<file path="src/rtl/urp_pkg.sv">
// shared constants and types for the serial register port and display scan
package urp_pkg;
  ////////////////////////////////////////////////////////////////////////////
  // timing
  localparam int unsigned CLK_PERIOD_NS = 20;
  localparam int unsigned BIT_RATE_BPS  = 625000;
  localparam int unsigned BIT_CYC       =
    1000000000 / (BIT_RATE_BPS * CLK_PERIOD_NS);
  localparam int unsigned BAUD_W        = 8;
  localparam logic [7:0]  BIT_LAST      = 8'(BIT_CYC - 1);
  localparam logic [7:0]  HALF_LAST     = 8'(BIT_CYC / 2 - 1);
  localparam int unsigned GAP_BITS      = 30;
  localparam int unsigned GAP_CYC       = GAP_BITS * BIT_CYC;
  localparam int unsigned RESP_BITS     = 40;
  localparam int unsigned RESP_CYC      = RESP_BITS * BIT_CYC;
  localparam int unsigned ROW_TIME_NS   = 1000000;
  localparam int unsigned ROW_CYC       = ROW_TIME_NS / CLK_PERIOD_NS;
  ////////////////////////////////////////////////////////////////////////////
  // frame layout
  localparam int unsigned DATA_W    = 16;
  localparam int unsigned SAMPLE_W  = 14;
  localparam int unsigned ADDR_W    = 7;
  localparam int unsigned DIR_BIT   = 7;
  localparam logic [13:0] SAMPLE_MAX = 14'h3FFF;
  ////////////////////////////////////////////////////////////////////////////
  // device register map
  localparam logic [6:0] REG_LATEST = 7'h00;
  localparam logic [6:0] REG_PEAK   = 7'h01;
  localparam logic [6:0] REG_FLOOR  = 7'h02;
  localparam logic [6:0] REG_STATUS = 7'h03;
  localparam logic [6:0] REG_COUNT  = 7'h04;
  localparam logic [6:0] DISP_FIRST = 7'h10;
  localparam logic [6:0] DISP_LAST  = 7'h13;
  localparam int unsigned ST_EIN  = 9;
  localparam int unsigned ST_NPN  = 10;
  localparam int unsigned ST_COV  = 11;
  localparam int unsigned ST_WIN1 = 12;
  localparam int unsigned ST_WIN2 = 13;
  localparam int unsigned DOT_ROW_FIRST = 2;
  localparam int unsigned DOT_ROW_LAST  = 5;
  localparam int unsigned DOT_SRC_OFS   = 2;
  localparam int unsigned DOT_BIT       = 7;
  ////////////////////////////////////////////////////////////////////////////
  // host controller register map
  localparam logic [1:0] HREG_CMD    = 2'h0;
  localparam logic [1:0] HREG_WDATA  = 2'h1;
  localparam logic [1:0] HREG_STATUS = 2'h2;
  localparam logic [1:0] HREG_RDATA  = 2'h3;
  localparam int unsigned HST_BUSY = 0;
  localparam int unsigned HST_DONE = 1;
  localparam int unsigned HST_TMO  = 2;
  ////////////////////////////////////////////////////////////////////////////
  // states
  typedef enum logic [3:0] {
    RX_IDLE  = 4'b0001,
    RX_START = 4'b0010,
    RX_DATA  = 4'b0100,
    RX_STOP  = 4'b1000
  } urp_rx_state_type;
  typedef enum logic [2:0] {
    H_IDLE = 3'b001,
    H_SEND = 3'b010,
    H_RECV = 3'b100
  } urp_host_state_type;
endpackage

</file>
<file path="src/rtl/urp_link_if.sv">
// two-wire serial link between host controller and device
`timescale 1ns/10ps
interface urp_link_if;
  logic host_receive_pin;
  logic host_transmit_pin;
  modport dev (input host_receive_pin, output host_transmit_pin);
  modport host (output host_receive_pin, input host_transmit_pin);
endinterface

</file>
<file path="src/rtl/urp_dev.sv">
// device end: serial register port, read map and display scanner
//
// Local design decision: strobed register access.
`timescale 1ns/10ps
module urp_dev #(
  parameter int unsigned ROW_CYCLES = urp_pkg::ROW_CYC  // cycles per row
) (
  input  wire logic                           CORE_CLK_I,   // 50 MHz clock
  input  wire logic                           SYS_RST_I,    // async reset
  urp_link_if.dev                             link,         // serial link
  input  wire logic [urp_pkg::SAMPLE_W-1:0]   LIGHT_I,      // sample value
  input  wire logic                           LIGHT_VALID_I,// sample strobe
  input  wire logic [urp_pkg::SAMPLE_W-1:0]   WIN1_LO_I,    // window 1 low
  input  wire logic [urp_pkg::SAMPLE_W-1:0]   WIN1_HI_I,    // window 1 high
  input  wire logic [urp_pkg::SAMPLE_W-1:0]   WIN2_LO_I,    // window 2 low
  input  wire logic [urp_pkg::SAMPLE_W-1:0]   WIN2_HI_I,    // window 2 high
  input  wire logic [urp_pkg::DATA_W-1:0]     EVENT_COUNT_I,// counter value
  input  wire logic                           EXT_INPUT_I,  // external pin
  input  wire logic                           SINK_POL_I,   // polarity pin
  input  wire logic                           COVER_I,      // cover pin
  output logic      [7:0]                     ROW_O,        // row drives
  output logic      [7:0]                     SEGMENT_O     // segment drives
);
  import urp_pkg::*;

  logic             rx_s1_reg, rx_s2_reg;
  urp_rx_state_type rx_st_reg;
  logic [7:0]       rx_baud_reg;
  logic [2:0]       rx_bit_reg;
  logic [7:0]       rx_sh_reg;
  logic             rx_byte_reg, rx_err_reg;
  logic [1:0]       byte_idx_reg;
  logic [6:0]       addr_reg;
  logic [7:0]       lo_reg;
  logic [11:0]      gap_reg;
  logic             rd_go_reg, wr_go_reg;
  logic [19:0]      tx_sh_reg;
  logic [4:0]       tx_left_reg;
  logic [7:0]       tx_baud_reg;
  logic             tx_busy_reg, tx_line_reg;
  logic [2:0]       pin_s1_reg, pin_s2_reg;
  logic [13:0]      latest_reg, peak_reg, floor_reg;
  logic [7:0]       disp_reg [8];
  logic [$clog2(ROW_CYCLES)-1:0] row_div_reg;
  logic [2:0]       row_idx_reg;
  logic             row_step;

  localparam logic [11:0] GAP_LAST = 12'(GAP_CYC - 1);
  // bits shifted after the first start bit: 8+stop, start+8+stop
  localparam logic [4:0]  REPLY_BITS = 5'h13;
  localparam logic [$clog2(ROW_CYCLES)-1:0] ROW_LAST =
    ($clog2(ROW_CYCLES))'(ROW_CYCLES - 1);

  function automatic logic inside_win(input logic [13:0] v, lo, hi);
    return (v >= lo) && (v <= hi);
  endfunction

  function automatic logic [15:0] rd_word(input logic [6:0] a);
    logic [15:0] st;
    st = 16'h0000;
    st[ST_EIN]  = pin_s2_reg[0] ^ pin_s2_reg[1];
    st[ST_NPN]  = pin_s2_reg[1];
    st[ST_COV]  = pin_s2_reg[2];
    st[ST_WIN1] = inside_win(latest_reg, WIN1_LO_I, WIN1_HI_I);
    st[ST_WIN2] = inside_win(latest_reg, WIN2_LO_I, WIN2_HI_I);
    case (a)
      REG_LATEST: return 16'(latest_reg);
      REG_PEAK:   return 16'(peak_reg);
      REG_FLOOR:  return 16'(floor_reg);
      REG_STATUS: return st;
      REG_COUNT:  return EVENT_COUNT_I;
      default:    return 16'h0000;
    endcase
  endfunction

  function automatic logic [7:0] pattern(input logic [2:0] r);
    logic dot;
    dot = 1'b0;
    if (r >= 3'(DOT_ROW_FIRST) && r <= 3'(DOT_ROW_LAST))
      dot = disp_reg[3'(r + 3'(DOT_SRC_OFS))][DOT_BIT];
    return {dot, disp_reg[r][6:0]};
  endfunction

  //////////////////////////////////////////////////////////////////////////
  // input synchronisers
  always_ff @(posedge CORE_CLK_I or posedge SYS_RST_I) begin
    if (SYS_RST_I) begin
      rx_s1_reg  <= 1'b1;
      rx_s2_reg  <= 1'b1;
      pin_s1_reg <= 3'h0;
      pin_s2_reg <= 3'h0;
    end else begin
      rx_s1_reg  <= link.host_receive_pin;
      rx_s2_reg  <= rx_s1_reg;
      pin_s1_reg <= {COVER_I, SINK_POL_I, EXT_INPUT_I};
      pin_s2_reg <= pin_s1_reg;
    end
  end

  //////////////////////////////////////////////////////////////////////////
  // byte receiver, mid-bit sampling
  always_ff @(posedge CORE_CLK_I or posedge SYS_RST_I) begin
    if (SYS_RST_I) begin
      rx_st_reg   <= RX_IDLE;
      rx_baud_reg <= 8'h00;
      rx_bit_reg  <= 3'h0;
      rx_sh_reg   <= 8'h00;
      rx_byte_reg <= 1'b0;
      rx_err_reg  <= 1'b0;
    end else begin
      rx_byte_reg <= 1'b0;
      rx_err_reg  <= 1'b0;
      case (rx_st_reg)
        RX_IDLE: if (!rx_s2_reg) begin
          rx_st_reg   <= RX_START;
          rx_baud_reg <= HALF_LAST;
        end
        RX_START: if (rx_baud_reg != 8'h00) begin
          rx_baud_reg <= rx_baud_reg - 8'h01;
        end else if (rx_s2_reg) begin
          rx_st_reg <= RX_IDLE;
        end else begin
          rx_st_reg   <= RX_DATA;
          rx_baud_reg <= BIT_LAST;
          rx_bit_reg  <= 3'h0;
        end
        RX_DATA: if (rx_baud_reg != 8'h00) begin
          rx_baud_reg <= rx_baud_reg - 8'h01;
        end else begin
          rx_sh_reg   <= {rx_s2_reg, rx_sh_reg[7:1]};
          rx_baud_reg <= BIT_LAST;
          rx_bit_reg  <= rx_bit_reg + 3'h1;
          if (rx_bit_reg == 3'h7)
            rx_st_reg <= RX_STOP;
        end
        RX_STOP: if (rx_baud_reg != 8'h00) begin
          rx_baud_reg <= rx_baud_reg - 8'h01;
        end else begin
          rx_st_reg   <= RX_IDLE;
          rx_byte_reg <= rx_s2_reg;
          rx_err_reg  <= !rx_s2_reg;
        end
        default: rx_st_reg <= RX_IDLE;
      endcase
    end
  end

  //////////////////////////////////////////////////////////////////////////
  // transfer sequencing
  always_ff @(posedge CORE_CLK_I or posedge SYS_RST_I) begin
    if (SYS_RST_I) begin
      byte_idx_reg <= 2'h0;
      addr_reg     <= 7'h00;
      lo_reg       <= 8'h00;
      gap_reg      <= 12'h000;
      rd_go_reg    <= 1'b0;
      wr_go_reg    <= 1'b0;
    end else begin
      rd_go_reg <= 1'b0;
      wr_go_reg <= 1'b0;
      if (rx_err_reg) begin
        byte_idx_reg <= 2'h0;
      end else if (rx_byte_reg) begin
        gap_reg <= 12'h000;
        case (byte_idx_reg)
          2'h0: begin
            addr_reg <= rx_sh_reg[ADDR_W-1:0];
            if (rx_sh_reg[DIR_BIT])
              rd_go_reg <= 1'b1;
            else
              byte_idx_reg <= 2'h1;
          end
          2'h1: begin
            lo_reg       <= rx_sh_reg;
            byte_idx_reg <= 2'h2;
          end
          default: begin
            wr_go_reg    <= 1'b1;
            byte_idx_reg <= 2'h0;
          end
        endcase
      end else if (byte_idx_reg != 2'h0) begin
        gap_reg <= gap_reg + 12'h001;
        if (gap_reg == GAP_LAST)
          byte_idx_reg <= 2'h0;
      end
    end
  end

  //////////////////////////////////////////////////////////////////////////
  // reply transmitter: start, low byte, stop, start, high byte, stop
  always_ff @(posedge CORE_CLK_I or posedge SYS_RST_I) begin
    if (SYS_RST_I) begin
      tx_sh_reg   <= 20'h00000;
      tx_left_reg <= 5'h00;
      tx_baud_reg <= 8'h00;
      tx_busy_reg <= 1'b0;
      tx_line_reg <= 1'b1;
    end else if (!tx_busy_reg) begin
      tx_line_reg <= 1'b1;
      if (rd_go_reg) begin : load
        logic [15:0] w;
        w = rd_word(addr_reg);
        tx_busy_reg <= 1'b1;
        tx_line_reg <= 1'b0;
        tx_sh_reg   <= {1'b1, 1'b1, w[15:8], 1'b0, 1'b1, w[7:0]};
        tx_left_reg <= REPLY_BITS;
        tx_baud_reg <= BIT_LAST;
      end
    end else if (tx_baud_reg != 8'h00) begin
      tx_baud_reg <= tx_baud_reg - 8'h01;
    end else if (tx_left_reg != 5'h00) begin
      tx_line_reg <= tx_sh_reg[0];
      tx_sh_reg   <= {1'b1, tx_sh_reg[19:1]};
      tx_left_reg <= tx_left_reg - 5'h01;
      tx_baud_reg <= BIT_LAST;
    end else begin
      tx_busy_reg <= 1'b0;
    end
  end

  assign link.host_transmit_pin = tx_line_reg;

  //////////////////////////////////////////////////////////////////////////
  // light sample tracking
  always_ff @(posedge CORE_CLK_I or posedge SYS_RST_I) begin
    if (SYS_RST_I) begin
      latest_reg <= 14'h0000;
      peak_reg   <= 14'h0000;
      floor_reg  <= SAMPLE_MAX;
    end else if (LIGHT_VALID_I) begin
      latest_reg <= LIGHT_I;
      if (LIGHT_I > peak_reg)
        peak_reg <= LIGHT_I;
      if (LIGHT_I < floor_reg)
        floor_reg <= LIGHT_I;
    end
  end

  //////////////////////////////////////////////////////////////////////////
  // display registers, bits 6:0 of byte k feed row k, bit 7 of byte k+2 its dot (rows 2-5)
  always_ff @(posedge CORE_CLK_I or posedge SYS_RST_I) begin
    if (SYS_RST_I) begin
      for (int i = 0; i < 8; i++)
        disp_reg[i] <= 8'h00;
    end else if (wr_go_reg && addr_reg >= DISP_FIRST &&
                 addr_reg <= DISP_LAST) begin : wr
      logic [1:0] k;
      k = 2'(addr_reg - DISP_FIRST);
      disp_reg[{k, 1'b0}] <= lo_reg;
      disp_reg[{k, 1'b1}] <= rx_sh_reg;
    end
  end

  //////////////////////////////////////////////////////////////////////////
  // row scanner
  assign row_step = (row_div_reg == ROW_LAST);

  always_ff @(posedge CORE_CLK_I or posedge SYS_RST_I) begin
    if (SYS_RST_I) begin
      row_div_reg <= '0;
      row_idx_reg <= 3'h0;
      ROW_O       <= 8'h01;
      SEGMENT_O   <= 8'h00;
    end else begin
      row_div_reg <= row_step ? '0 : row_div_reg + 1'b1;
      if (row_step) begin
        row_idx_reg <= row_idx_reg + 3'h1;
        ROW_O       <= {ROW_O[6:0], ROW_O[7]};
      end
      SEGMENT_O <= pattern(row_step ? row_idx_reg + 3'h1
                                    : row_idx_reg);
    end
  end
endmodule // urp_dev

</file>
<file path="src/flat_wrapper.sv">
// flat-port wrapper written by rule: the top's interface ports become plain ports
module urp_dev_flat import urp_pkg::*;
#(
  parameter int unsigned ROW_CYCLES = urp_pkg::ROW_CYC                   
)
  (CORE_CLK_I, SYS_RST_I, LIGHT_I, LIGHT_VALID_I, WIN1_LO_I, WIN1_HI_I, WIN2_LO_I, WIN2_HI_I, EVENT_COUNT_I, EXT_INPUT_I, SINK_POL_I, COVER_I, ROW_O, SEGMENT_O, link_host_receive_pin, link_host_transmit_pin);
  urp_link_if link_i ();
  input  wire logic CORE_CLK_I;
  input  wire logic SYS_RST_I;
  input  wire logic [urp_pkg::SAMPLE_W-1:0] LIGHT_I;
  input  wire logic LIGHT_VALID_I;
  input  wire logic [urp_pkg::SAMPLE_W-1:0] WIN1_LO_I;
  input  wire logic [urp_pkg::SAMPLE_W-1:0] WIN1_HI_I;
  input  wire logic [urp_pkg::SAMPLE_W-1:0] WIN2_LO_I;
  input  wire logic [urp_pkg::SAMPLE_W-1:0] WIN2_HI_I;
  input  wire logic [urp_pkg::DATA_W-1:0] EVENT_COUNT_I;
  input  wire logic EXT_INPUT_I;
  input  wire logic SINK_POL_I;
  input  wire logic COVER_I;
  output logic      [7:0] ROW_O;
  output logic      [7:0] SEGMENT_O;
  input wire logic [$bits(link_i.host_receive_pin)-1:0] link_host_receive_pin;
  output wire logic [$bits(link_i.host_transmit_pin)-1:0] link_host_transmit_pin;
  assign link_i.host_receive_pin = link_host_receive_pin;
  assign link_host_transmit_pin = link_i.host_transmit_pin;
  urp_dev #(.ROW_CYCLES(ROW_CYCLES)) u_core (.CORE_CLK_I(CORE_CLK_I), .SYS_RST_I(SYS_RST_I), .link(link_i), .LIGHT_I(LIGHT_I), .LIGHT_VALID_I(LIGHT_VALID_I), .WIN1_LO_I(WIN1_LO_I), .WIN1_HI_I(WIN1_HI_I), .WIN2_LO_I(WIN2_LO_I), .WIN2_HI_I(WIN2_HI_I), .EVENT_COUNT_I(EVENT_COUNT_I), .EXT_INPUT_I(EXT_INPUT_I), .SINK_POL_I(SINK_POL_I), .COVER_I(COVER_I), .ROW_O(ROW_O), .SEGMENT_O(SEGMENT_O));
endmodule
</file>
<file path="config.mk">
export PLATFORM = sky130hd
export DESIGN_NAME = urp_dev_flat
export DESIGN_NICKNAME = d
export VERILOG_FILES = /design/src/rtl/urp_pkg.sv /design/src/rtl/urp_link_if.sv /design/src/rtl/urp_dev.sv /design/src/flat_wrapper.sv
export SDC_FILE = /design/constraint.sdc
export NUM_CORES = 1
export LEC_CHECK = 0
export ABC_AREA = 1
export BUFFER_PORTS_ARGS = -buffer_cell sky130_fd_sc_hd__buf_4
export CORE_MARGIN = 2
export CORE_UTILIZATION = 59
export CTS_CLUSTER_SIZE = 30
export DETAILED_ROUTE_END_ITERATION = 10
export PLACE_DENSITY = 0.81
export RECOVER_POWER = 50
export SYNTH_ARGS = -nofsm -noshare
export SYNTH_HDL_FRONTEND = slang
export SYNTH_SLANG_ARGS = --single-unit
</file>
<file path="constraint.sdc">
create_clock -name CORE_CLK_I -period 10.16 [get_ports CORE_CLK_I]
set_clock_uncertainty 0.15 [all_clocks]
set_input_delay 2.032 -clock CORE_CLK_I [delete_from_list [all_inputs] [get_ports CORE_CLK_I]]
set_output_delay 2.032 -clock CORE_CLK_I [all_outputs]
set_load 0.05 [all_outputs]
</file>
-- After elaboration in Yosys (flattened, before gate mapping)
Cells that the tools add are included.
- equal/unequal tests: 24
- $add $sub $neg: 9
- reduce and logical (&&, ||, !) cells: 34
- bitwise logic cells: 7
- mux-type cells: 72
- magnitude comparators: 16
- operator list (kind ; count):
    64-bit bitwise mux ; 2
    8-bit 2-to-1 mux ; 13
    20-bit 2-to-1 mux ; 4
    16-bit case mux with 5 select lines ; 1
    8-bit binary-select mux with 3-bit select ; 2
    8-bit demux with 3-bit select ; 2
    8-bit case mux with 4 select lines ; 1
    14-bit >= comparator ; 2
    14-bit less-or-equal comparator ; 2
    12-bit 2-to-1 mux ; 2
    1-bit 2-to-1 mux ; 20
    4-bit 2-to-1 mux ; 5
    5-bit 2-to-1 mux ; 4
    16-bit by 1-bit adder with 16-bit output, second input constant ; 1
    16-bit equality test, second input constant ; 1
    4-bit >= comparator, second input constant ; 4
    16-bit 2-to-1 mux ; 1
    3-bit inverter with 4-bit output ; 4
    4-bit case mux with 4 select lines ; 1
    8-bit nonzero test ; 2
    8-bit by 1-bit subtractor with 8-bit output, second input constant ; 2
    3-bit 2-to-1 mux ; 5
    7-bit by 2-bit equality test with 1-bit output, second input constant ; 2
    14-bit greater-than comparator ; 1
    43 further kinds ; 78
- flip-flop bits (word level): 240
- output and inout bits: 17
- input port bits: 93
- word-level logic and storage cells: 198

-- Longest topological paths before layout
Gate-level depths: netlist of the first run.
- depth in word-level cells: 8
- depth in mapped cells: 14
- depth with buffers taken out: 14

-- Worst setup path before layout of the first run
OpenSTA, ideal clock, no wires.
- path type: in2reg
- start point: in LIGHT_I[13] (netlist name)
- end point: reg u_core.peak_reg[0]
- data required time: 9.880 ns
- path buffers: 1
- data arrival time: 3.294 ns
- library setup time: 0.130 ns
- stages: 9
- path slack: 6.586 ns
- cell sequence: ha_1 > nand2_1 > inv_1 > nand3_1 > nor3_1 > a41oi_1 > nand2_1 > clkbuf_1 > o21ai_0
- word-level cells in the longest chain between the ends: 2
- ends and longest elaborated chain (element ; line ; RTL):
    start: declaration ; flat_wrapper.sv:10 ; input wire logic [urp_pkg::SAMPLE_W-1:0] LIGHT_I;
    14-bit greater-than comparator ; urp_dev.sv:233 ; if (LIGHT_I > peak_reg)
    2-bit AND reduction (no line) ; - ;
    end signal: assignment ; urp_dev.sv:229 ; peak_reg <= 14'h0000;
    end signal: assignment ; urp_dev.sv:234 ; peak_reg <= LIGHT_I;
    end: declaration ; urp_dev.sv:42 ; logic [13:0] latest_reg, peak_reg, floor_reg;
Every way passes these cells.
A chain may end at the register's enable or synchronous reset.

==> results of run 1 <==
## stage by stage
stage	instance area (um2)	setup slack [ns]	power, mW	utilization
4_1_cts	15200	6.58	2.51	0.680
5_1_grt	15100	4.01	2.62	0.675
2_1_floorplan	13400	1.42	1.40	-
3_3_place_gp	14400	6.11	1.52	0.640
3_5_place_dp	14400	6.02	1.55	0.640
6_report	15100	4.77	2.50	0.675
## cell families after synthesis
family | share of synthesized area
AO/OA/AOI/OAI | 0.132
XOR/XNOR | 0.00720
adder cells (fa/ha/maj) | 0.0907
buffers and inverters | 0.101
flip-flops | 0.451
multiplexers | 0.000842
AND/OR/NAND/NOR | 0.218
## Yosys cell counts, types with 2 or more instances
cell | n | share of area
nand2_1 | 426 | 0.12
inv_1 | 289 | 0.081
dfrtp_1 | 221 | 0.41
o21ai_0 | 190 | 0.071
nor2_1 | 103 | 0.029
ha_1 | 97 | 0.091
a21oi_1 | 80 | 0.030
nand3_1 | 73 | 0.027
clkbuf_1 | 23 | 0.0065
nor3_1 | 22 | 0.0082
dfstp_2 | 19 | 0.037
nand4_1 | 15 | 0.0070
o21ai_1 | 14 | 0.0052
o211ai_1 | 13 | 0.0073
nand2_2 | 12 | 0.0056
buf_6 | 10 | 0.0084
nor2_2 | 10 | 0.0047
o22ai_1 | 10 | 0.0047
xor2_1 | 9 | 0.0059
a31oi_1 | 7 | 0.0033
buf_2 | 4 | 0.0015
inv_2 | 4 | 0.0011
nand3_2 | 4 | 0.0030
nor2_4 | 4 | 0.0034
nor3_2 | 4 | 0.0030
nor3b_1 | 4 | 0.0022
nand2_4 | 3 | 0.0025
o2111ai_1 | 3 | 0.0020
buf_4 | 2 | 0.0011
nor4_1 | 2 | 0.00094
o21bai_1 | 2 | 0.0011
xnor2_1 | 2 | 0.0013
## worst max-delay path by stage
| stage | from | to | depth (start not counted) |
|---|---|---|---|
| after CTS | LIGHT_I[13] | u_core.peak_reg[13] | 10 |
| after global placement | LIGHT_I[13] | u_core.peak_reg[1] | 9 |
| final | SYS_RST_I | u_core.ROW_O[7] | 3 |
| after global routing | SYS_RST_I | u_core.ROW_O[7] | 3 |
| after floorplan | SYS_RST_I | u_core.ROW_O[1] | 1 |
| after detailed placement | LIGHT_I[13] | u_core.peak_reg[13] | 9 |
## area by class of cell
type,instances,area (um2)
Fill cell,1801,7300
Inverter,296,1120
Sequential cell,240,6030
Multi-Input combinational cell,1122,5910
Timing Repair Buffer,113,826
Tap cell,285,357
Clock inverter,6,98.8
Clock buffer,41,797
## layer usage
layer	wire [um]	part of all wire	vias up
li1	-	-	5637
met2	15900	0.49	351
met4	897	0.028	0
met1	13400	0.42	5553
met3	2000	0.062	69
met5	0	0	-
## where the power goes
| group | internal (mW) | switching (mW) |
|---|---|---|
| registers | 1.05 | 0.0534 |
| clock network | 0.589 | 0.386 |
| logic | 0.153 | 0.276 |
## worst register-to-register path: stages (launching register included)
cell,delay (ns)
dfrtp_1,0.38
ha_1,0.22
nand3_1,0.18
nor2_1,0.27
nand2_1,0.37
nand2_4,0.20
nand2_1,0.91
o21ai_1,0.54
nand2_1,0.08
o21ai_1,0.10
nand2_1,0.06
nand2_1,0.10
==> results.md, run 1 <==
- Reg2reg end: u_core.SEGMENT_O[4]
- Synth unique cells: 49
- CTS tree: yes
- Hold path startpoint: u_core.pin_s1_reg[1]
- Final hold vios: 0
- Reg clk slew, reported paths: 0.06 ns
- Busiest grt layer: met2
- Met1 Use GR: 0.361
- Longest Clk Path Bufs: 3
- Initial antenna violation count: 0
- Max rail drop VDD: 125 uV
- Crit path DAT: 5.76 ns
- Post-synthesis sequential area ratio: 0.451
- TritonRoute pass-1 iters: 5
- Die Ht: 155 um
- Failing checks: capacitance limit, slew limit
- Drt drc: 0
- Setup crit end kind: async pin
- Die Wd: 155 um
- Ys flop type: dfrtp_1
- Gates resized, CTS repair: 0
- # nets final: 1989
- Vias after detailed routing: 11610
- Startpoint types: input port
- Maximum clock rate: 185 MHz
- Tcrit/Tclk final: 0.531
- Reg2Reg Depth: 11
- R2r startpoint: u_core.row_div_reg[0]
- CTS HTree Levels: 1
- # diodes: 0
- Hold_buf cts: 0
- Routed Antenna Nets: 0
- Cells after DPL: 2056
- Cell Area, Synth: 13400 um2
- Final wirelength: 32300 um
- Final GP Congestion: 0.923
- Worst Tran Pin Value: 4.42 ns
- Leak Pwr: 7.71 nW
- Worst Path Required: 10.52 ns
- Share of cells above drive strength 1: 0.106
- Post-DP HPWL: 22800 um
- Gr usage total: 0.273
- M3 GR Usage: 0.0387
- Core Region: 22400 um2
- Minimum clock period: 5.39 ns
- Die area: 23900 um2
- Async set or reset register ratio after synthesis: 1.00
- Critical Path, Cell by Cell: clkbuf_4, clkinvlp_2, buf_4
- Crit path buffers/inverters: 3
- Number of global-route vias before repair: 11226
- Wire per inst: 15.3 um
- FP Rows: 55
- Met2 Resource Use GR: 0.470
- Syn Area/Cell: 7.88 um2
- Post-synth EDFFs: 0
- CP Class: input port to async pin
- Run status: finished with violations
- Yosys warnings: 0
- Tightest Hold Check Type: register to register
- CTS sink count: 240
- Total gr overflow: 0
- Global-route wire length before repair: 53600 um
- Vias per std cell: 5.52
- CP Max Fanout: 103
- TritonCTS buffer count: 26
- Synthesized Nets: 1888
- Pin count of the biggest net entering global routing: 104
- Hold Path End: u_core.pin_s2_reg[1]
- Largest register FFs: 64
- CP max-delay cell: clkinvlp_2
- Area Growth Syn to Fin: 13.1%
- Post-CTS setup buffers: 0
- CP max stage delay: 2.45 ns
- Slew margin rel.: -1.96
- Max Slew Vio Count: 155
- Delay-heaviest family, CP: buffers and inverters
- PortBufs: 109
- Starting Density: 0.596
- Seq cells post-synth: 240
- Most frequent cells in the layout: nand2_1 (433), inv_1 (291), dfrtp_1 (221)
- Worst skew pair latency: 0.54 ns
- Hold path cells: 0
- Mapped Cells: 1698
- Layout Cells excl Fill: 2103
- Initial DRC count: 813
- Reg-to-reg slack, setup: 6.55 ns
- Finish-stage setup viols: 0
- Most common cell after layout, fill and taps aside: nand2_1
- Setup TNS Final: 0 ns
- Max_cap viols: 2
- Power per cell area: 165 nW/um2
- IO Count: 110
- Final hold slack: 0.201 ns
- RSZ-0062 raised after global routing: false
- Root Buffer: clkbuf_16
Note: power is estimated with default switching activity, not from simulation.
==> run 2: changes to the inputs <==
--- a/config.mk
+++ b/config.mk
@@ -5,7 +5,7 @@
 export SDC_FILE = /design/constraint.sdc
 export NUM_CORES = 1
 export LEC_CHECK = 0
-export ABC_AREA = 1
+export ABC_AREA = 0
 export BUFFER_PORTS_ARGS = -buffer_cell sky130_fd_sc_hd__buf_4
 export CORE_MARGIN = 2
 export CORE_UTILIZATION = 59
==> constraint.sdc (replaced) <==
create_clock -name CORE_CLK_I -period 5.2 [get_ports CORE_CLK_I]
set_clock_uncertainty 0.15 [all_clocks]
set_input_delay 1.04 -clock CORE_CLK_I [delete_from_list [all_inputs] [get_ports CORE_CLK_I]]
set_output_delay 1.04 -clock CORE_CLK_I [all_outputs]
set_load 0.05 [all_outputs]
==> results.md, run 2 <==
- Run status: finished clean
- Final GP Congestion: 0.877
- Area leader, netlist: dfrtp_1
- Initial DRC count: 487
- Reg clk slew, reported paths: 0.07 ns
- IO Count: 110
- Tcrit/Tclk final: 0.708
- RSZ-0062 raised after global routing: false
- Mapped Cells: 1192
- Delay-heaviest family, CP: simple AND/OR/NAND/NOR gates
- Vias after detailed routing: 9187
- Max Slew Vio Count: 0
- Drt drc: 0
- Global-route wire length before repair: 44600 um
- Total gr overflow: 0
- Minimum clock period: 3.68 ns
- Top-count cell post-synth: dfrtp_1
- Share of cells above drive strength 1: 0.251
- Finish-stage setup viols: 0
- Ys flop type: dfrtp_1
- Starting Density: 0.596
- # diodes: 0
- Critical Path, Cell by Cell: ha_1, nand3_1, and4b_1, nand2_1, xnor2_4, inv_2, ha_1, or3_1, mux2i_1, o221a_1
- Synth top area share: 0.429
- Die Wd: 152 um
- Gates resized, CTS repair: 0
- Crit path DAT: 3.99 ns
- TritonCTS buffer count: 25
- CP max-delay cell: and4b_1
- Area Growth Syn to Fin: 15.0%
- CTS HTree Levels: 1
- Yosys warnings: 0
- Setup TNS Final: 0 ns
- Core Region: 21600 um2
- Gr usage total: 0.241
- Crit path buffers/inverters: 1
- CTS sink count: 240
- Routed Antenna Nets: 0
- Pin count of the biggest net entering global routing: 141
- Reg-to-reg slack, setup: 1.52 ns
- TritonRoute pass-1 iters: 4
- Post-CTS setup buffers: 0
- Layout filler cell count: 1606
- Cell Area, Synth: 12900 um2
- Most common cell after layout, fill and taps aside: dfrtp_1
- CP Class: register to register
- Synth unique cells: 68
- Hold_buf cts: 0
- Worst Tran Pin Value: 1.21 ns
- Die area: 23000 um2
- Wire per inst: 17.0 um
- Longest Clk Path Bufs: 3
- CP Max Fanout: 18
- Initial antenna violation count: 0
- Vias per std cell: 5.73
- Tightest Hold Check Type: register to register
- Synthesized Nets: 1382
- Post-synthesis sequential area ratio: 0.468
- Slew margin rel.: 0.190
- Post-DP HPWL: 19100 um
- Startpoint types: register
- Final hold slack: 0.206 ns
- Fin util: 0.685
- # nets final: 1495
- Setup crit end kind: register
- Final wirelength: 27200 um
- Number of global-route vias before repair: 9363
- Die Ht: 152 um
- Max_cap viols: 0
- Leak Pwr: 7.46 nW
- Largest register FFs: 64
- Area contributors post-synth: dfrtp_1 (43%), mux2_2 (11%), ha_1 (9.4%)
- PortBufs: 109
- Power per cell area: 331 nW/um2
- Root Buffer: clkbuf_16
- Async set or reset register ratio after synthesis: 1.00
- Seq cells post-synth: 240
- Final hold vios: 0
- Max rail drop VDD: 399 uV
- CTS tree: yes
- Synth cell count leaders: dfrtp_1 (221), nand2_1 (139), mux2_2 (127), ha_1 (97), inv_1 (96)
- Maximum clock rate: 272 MHz
- Most frequent cells in the layout: dfrtp_1 (221), nand2_1 (139), mux2_2 (127)
- Syn Area/Cell: 10.8 um2
- CP most frequent cell: ha_1
- Post-synth EDFFs: 0
- Worst skew pair latency: 0.53 ns
- FP Rows: 54
- Worst Path Required: 5.51 ns
- CP max stage delay: 0.81 ns
## run 2: changes by cell type in the layout (fill, tap and decap cells not counted), moves of 13 or more
cell,delta
xor2_1,+14
nor2_1,-34
o21ai_0,-161
nand2_1,-294
inv_1,-196
mux2_2,+126
a21o_1,+20
a21oi_1,-22
mux4_2,+14
nand3_1,-50
nor2b_1,+13
## run 2: worst register-to-register path, cell delays in order, from the launching register on
cell	delay, ns
dfrtp_1	0.41
ha_1	0.25
nand3_1	0.14
and4b_1	0.81
nand2_1	0.28
xnor2_4	0.40
inv_2	0.18
ha_1	0.26
or3_1	0.39
mux2i_1	0.18
o221a_1	0.20
## run 2: power by group
part / internal (mW) / switching (mW) / leakage (nW)
logic: 0.434 / 0.444 / 3.91
clock network: 1.12 / 0.714 / 0.423
registers: 2.06 / 0.135 / 3.12
total: 3.61 / 1.29 / 7.46
## run 2: cell type report
| class | instances | area (um2) | area share |
|---|---|---|---|
| tap | 280 | 350 | 0.0237 |
| timing repair buffer | 118 | 883 | 0.0596 |
| clock buffer | 40 | 782 | 0.0528 |
| sequential | 240 | 6030 | 0.407 |
| inverter | 99 | 375 | 0.0253 |
| multi-input combinational | 821 | 6310 | 0.426 |
| clock inverter | 4 | 73.8 | 0.00498 |
## run 2: cells by family after synthesis
| kind of cell | after synthesis | share of synthesized area |
|---|---|---|
| flip-flops | 240 | 0.468 |
| multiplexers | 157 | 0.149 |
| XOR/XNOR | 32 | 0.0247 |
| adder cells (fa/ha/maj) | 97 | 0.0942 |
| AO/OA/AOI/OAI | 183 | 0.0900 |
| buffers and inverters | 131 | 0.0404 |
| AND/OR/NAND/NOR | 352 | 0.134 |
## run 2: routing by layer
metal / wire length [um] / global-route usage / share of wire / up-vias
met4: 787 / 0.0718 / 0.029 / 0
met3: 1090 / 0.0305 / 0.040 / 47
li1: - / - / - / 4425
met2: 13400 / 0.424 / 0.49 / 173
met5: 0 / 0 / 0 / -
met1: 11900 / 0.312 / 0.44 / 4542
## run 2: final timing paths
check,start,to,cells past startpoint
worst min register to register,u_core.rx_s1_reg,u_core.rx_s2_reg,0
worst min-delay path,u_core.rx_s1_reg,u_core.rx_s2_reg,0
max in group asynchronous,SYS_RST_I,u_core.peak_reg[4],3
worst max register to register,u_core.row_div_reg[0],u_core.SEGMENT_O[7],10
worst max-delay path,u_core.row_div_reg[0],u_core.SEGMENT_O[7],10
min in group asynchronous,SYS_RST_I,u_core.latest_reg[12],2
## run 2: stage by stage
stage          cells  cell area (um2)  setup slack [ns]  power, mW
6_report        1602            14800              1.52       4.91
5_1_grt         1602            14800              1.32       5.13
4_1_cts         1602            14800              1.54       4.94
3_5_place_dp    1558            14000              1.58       3.08
3_3_place_gp    1558            14000              1.69       3.04
2_1_floorplan   1192            12900             0.878       2.82
==> run 3: changes to the inputs <==
==> constraint.sdc (replaced) <==
create_clock -name CORE_CLK_I -period 3.5 [get_ports CORE_CLK_I]
set_clock_uncertainty 0.15 [all_clocks]
set_input_delay 0.7 -clock CORE_CLK_I [delete_from_list [all_inputs] [get_ports CORE_CLK_I]]
set_output_delay 0.7 -clock CORE_CLK_I [all_outputs]
set_load 0.05 [all_outputs]
==> results.md, run 3 (synthesis results as in run 2) <==
- Run status: finished with violations
- Failing checks: capacitance limit, slew limit
- CP Max Fanout: 11
- IO Count: 110
- Minimum clock period: 3.10 ns
- Layout filler cell count: 1540
- Initial antenna violation count: 0
- FP Rows: 54
- Cells after DPL: 1569
- Layout Cells excl Fill: 1617
- Area of the multi-input gates: 6330 um2
- Core Region: 21600 um2
- Tightest Hold Check Type: input port to register
- CTS sink count: 240
- Initial DRC count: 502
- Longest Clk Path Bufs: 3
- Post-DP HPWL: 19700 um
- Global-route wire length before repair: 46300 um
- CTS HTree Levels: 1
- RSZ-0062 raised after global routing: false
- Area Growth Syn to Fin: 16.7%
- Reg clk slew, reported paths: 0.06 ns
- Share of cells above drive strength 1: 0.261
- Final wirelength: 28400 um
- Starting Density: 0.596
- Tcrit/Tclk final: 0.886
- Die area: 23000 um2
- Power per cell area: 511 nW/um2
- Total Power: 7.69 mW
- Most frequent cells in the layout: dfrtp_1 (221), nand2_1 (139), mux2_2 (127)
- Maximum clock rate: 323 MHz
- Die Wd: 152 um
- # diodes: 0
- CP Class: register to register
- Hold_buf cts: 0
- Max_cap viols: 2
- Wire per inst: 17.6 um
- Max Slew Vio Count: 220
- Slew margin rel.: -0.673
- Final GP Congestion: 0.869
- PortBufs: 109
- Worst Tran Pin Value: 2.51 ns
- Gates resized, CTS repair: 0
- Worst skew pair latency: 0.53 ns
- Post-CTS setup buffers: 0
- Leak Pwr: 7.59 nW
- Startpoint types: register
- Worst Path Required: 3.82 ns
- TritonRoute pass-1 iters: 5
- Die Ht: 152 um
- Total gr overflow: 0
- Vias per std cell: 5.81
- Pin count of the biggest net entering global routing: 172
- Crit path DAT: 3.42 ns
- Finish-stage setup viols: 0
- Final hold vios: 0
- Number of global-route vias before repair: 9567
- Vias after detailed routing: 9392
- TritonCTS buffer count: 26
- CTS tree: yes
- # nets final: 1507
- Reg area: 6030 um2
- Largest register FFs: 64
- Final setup margin: 0.400 ns
- Most common cell after layout, fill and taps aside: dfrtp_1
- Routed Antenna Nets: 0
- Gr usage total: 0.251
- Root Buffer: clkbuf_16
- Drt drc: 0
- Max rail drop VDD: 417 uV
- Setup crit end kind: register
- Pre-CTS setup slack: 0.465 ns
[run 3: cell types whose count changed in the layout (fill, tap and decap cells not counted), sizes merged]
cell,delta
clkinvlp,+3
bufinv,+5
clkbuf,-4
buf,+8
clkinv,+3
[run 3: layer usage]
| metal | track usage | wire length (um) |
|---|---|---|
| met5 | 0 | 0 |
| met4 | 0.0792 | 765 |
| met3 | 0.0338 | 1350 |
| met2 | 0.441 | 14600 |
| met1 | 0.324 | 11700 |
[run 3: power by group]
group          total (mW)  switching, mW  leakage (nW)  internal, mW
Sequential           3.25          0.197          3.12          3.06
Clock                3.10           1.12         0.477          1.97
Combinational        1.33          0.678          3.99         0.655
[run 3: layout make-up]
type / count / area share
Clock buffer: 33 / 0.0477
Clock inverter: 15 / 0.0183
Inverter: 99 / 0.0250
Multi-Input combinational cell: 821 / 0.421
Sequential cell: 240 / 0.401
Tap cell: 280 / 0.0233
Timing Repair Buffer: 129 / 0.0634
[run 3: worst max-delay path, stage by stage (launching register included)]
cell and delay [ns]:
dfrtp_1 0.43, ha_1 0.26, nand3_1 0.19, and4b_1 0.53, nand2_1 0.20, xnor2_4 0.17, buf_4 0.19, ha_1 0.22
or3_1 0.37, mux2i_1 0.15, o221a_1 0.19
[run 3: final timing paths]
path	from	endpoint	slack (ns)	cells past startpoint
max	u_core.row_div_reg[0]	u_core.SEGMENT_O[7]	0.40	10
min in group asynchronous	SYS_RST_I	u_core.gap_reg[4]	0.47	3
max in group asynchronous	SYS_RST_I	u_core.tx_baud_reg[2]	0.72	3
min	link_host_receive_pin	u_core.rx_s1_reg	0.12	1
max reg2reg	u_core.row_div_reg[0]	u_core.SEGMENT_O[7]	0.40	10
min reg2reg	u_core.rx_s1_reg	u_core.rx_s2_reg	0.21	0
[run 3: through the flow]
step | util | area, um2 | hold WS, ns | setup TNS, ns
after CTS | 0.696 | 15100 | 0.104 | 0
after detailed placement | 0.651 | 14100 | 0.197 | 0
after global placement | 0.651 | 14100 | 0.181 | 0
after floorplan | - | 12900 | 0.181 | -106.59
after global routing | 0.695 | 15000 | 0.111 | 0
final | 0.695 | 15000 | 0.122 | 0
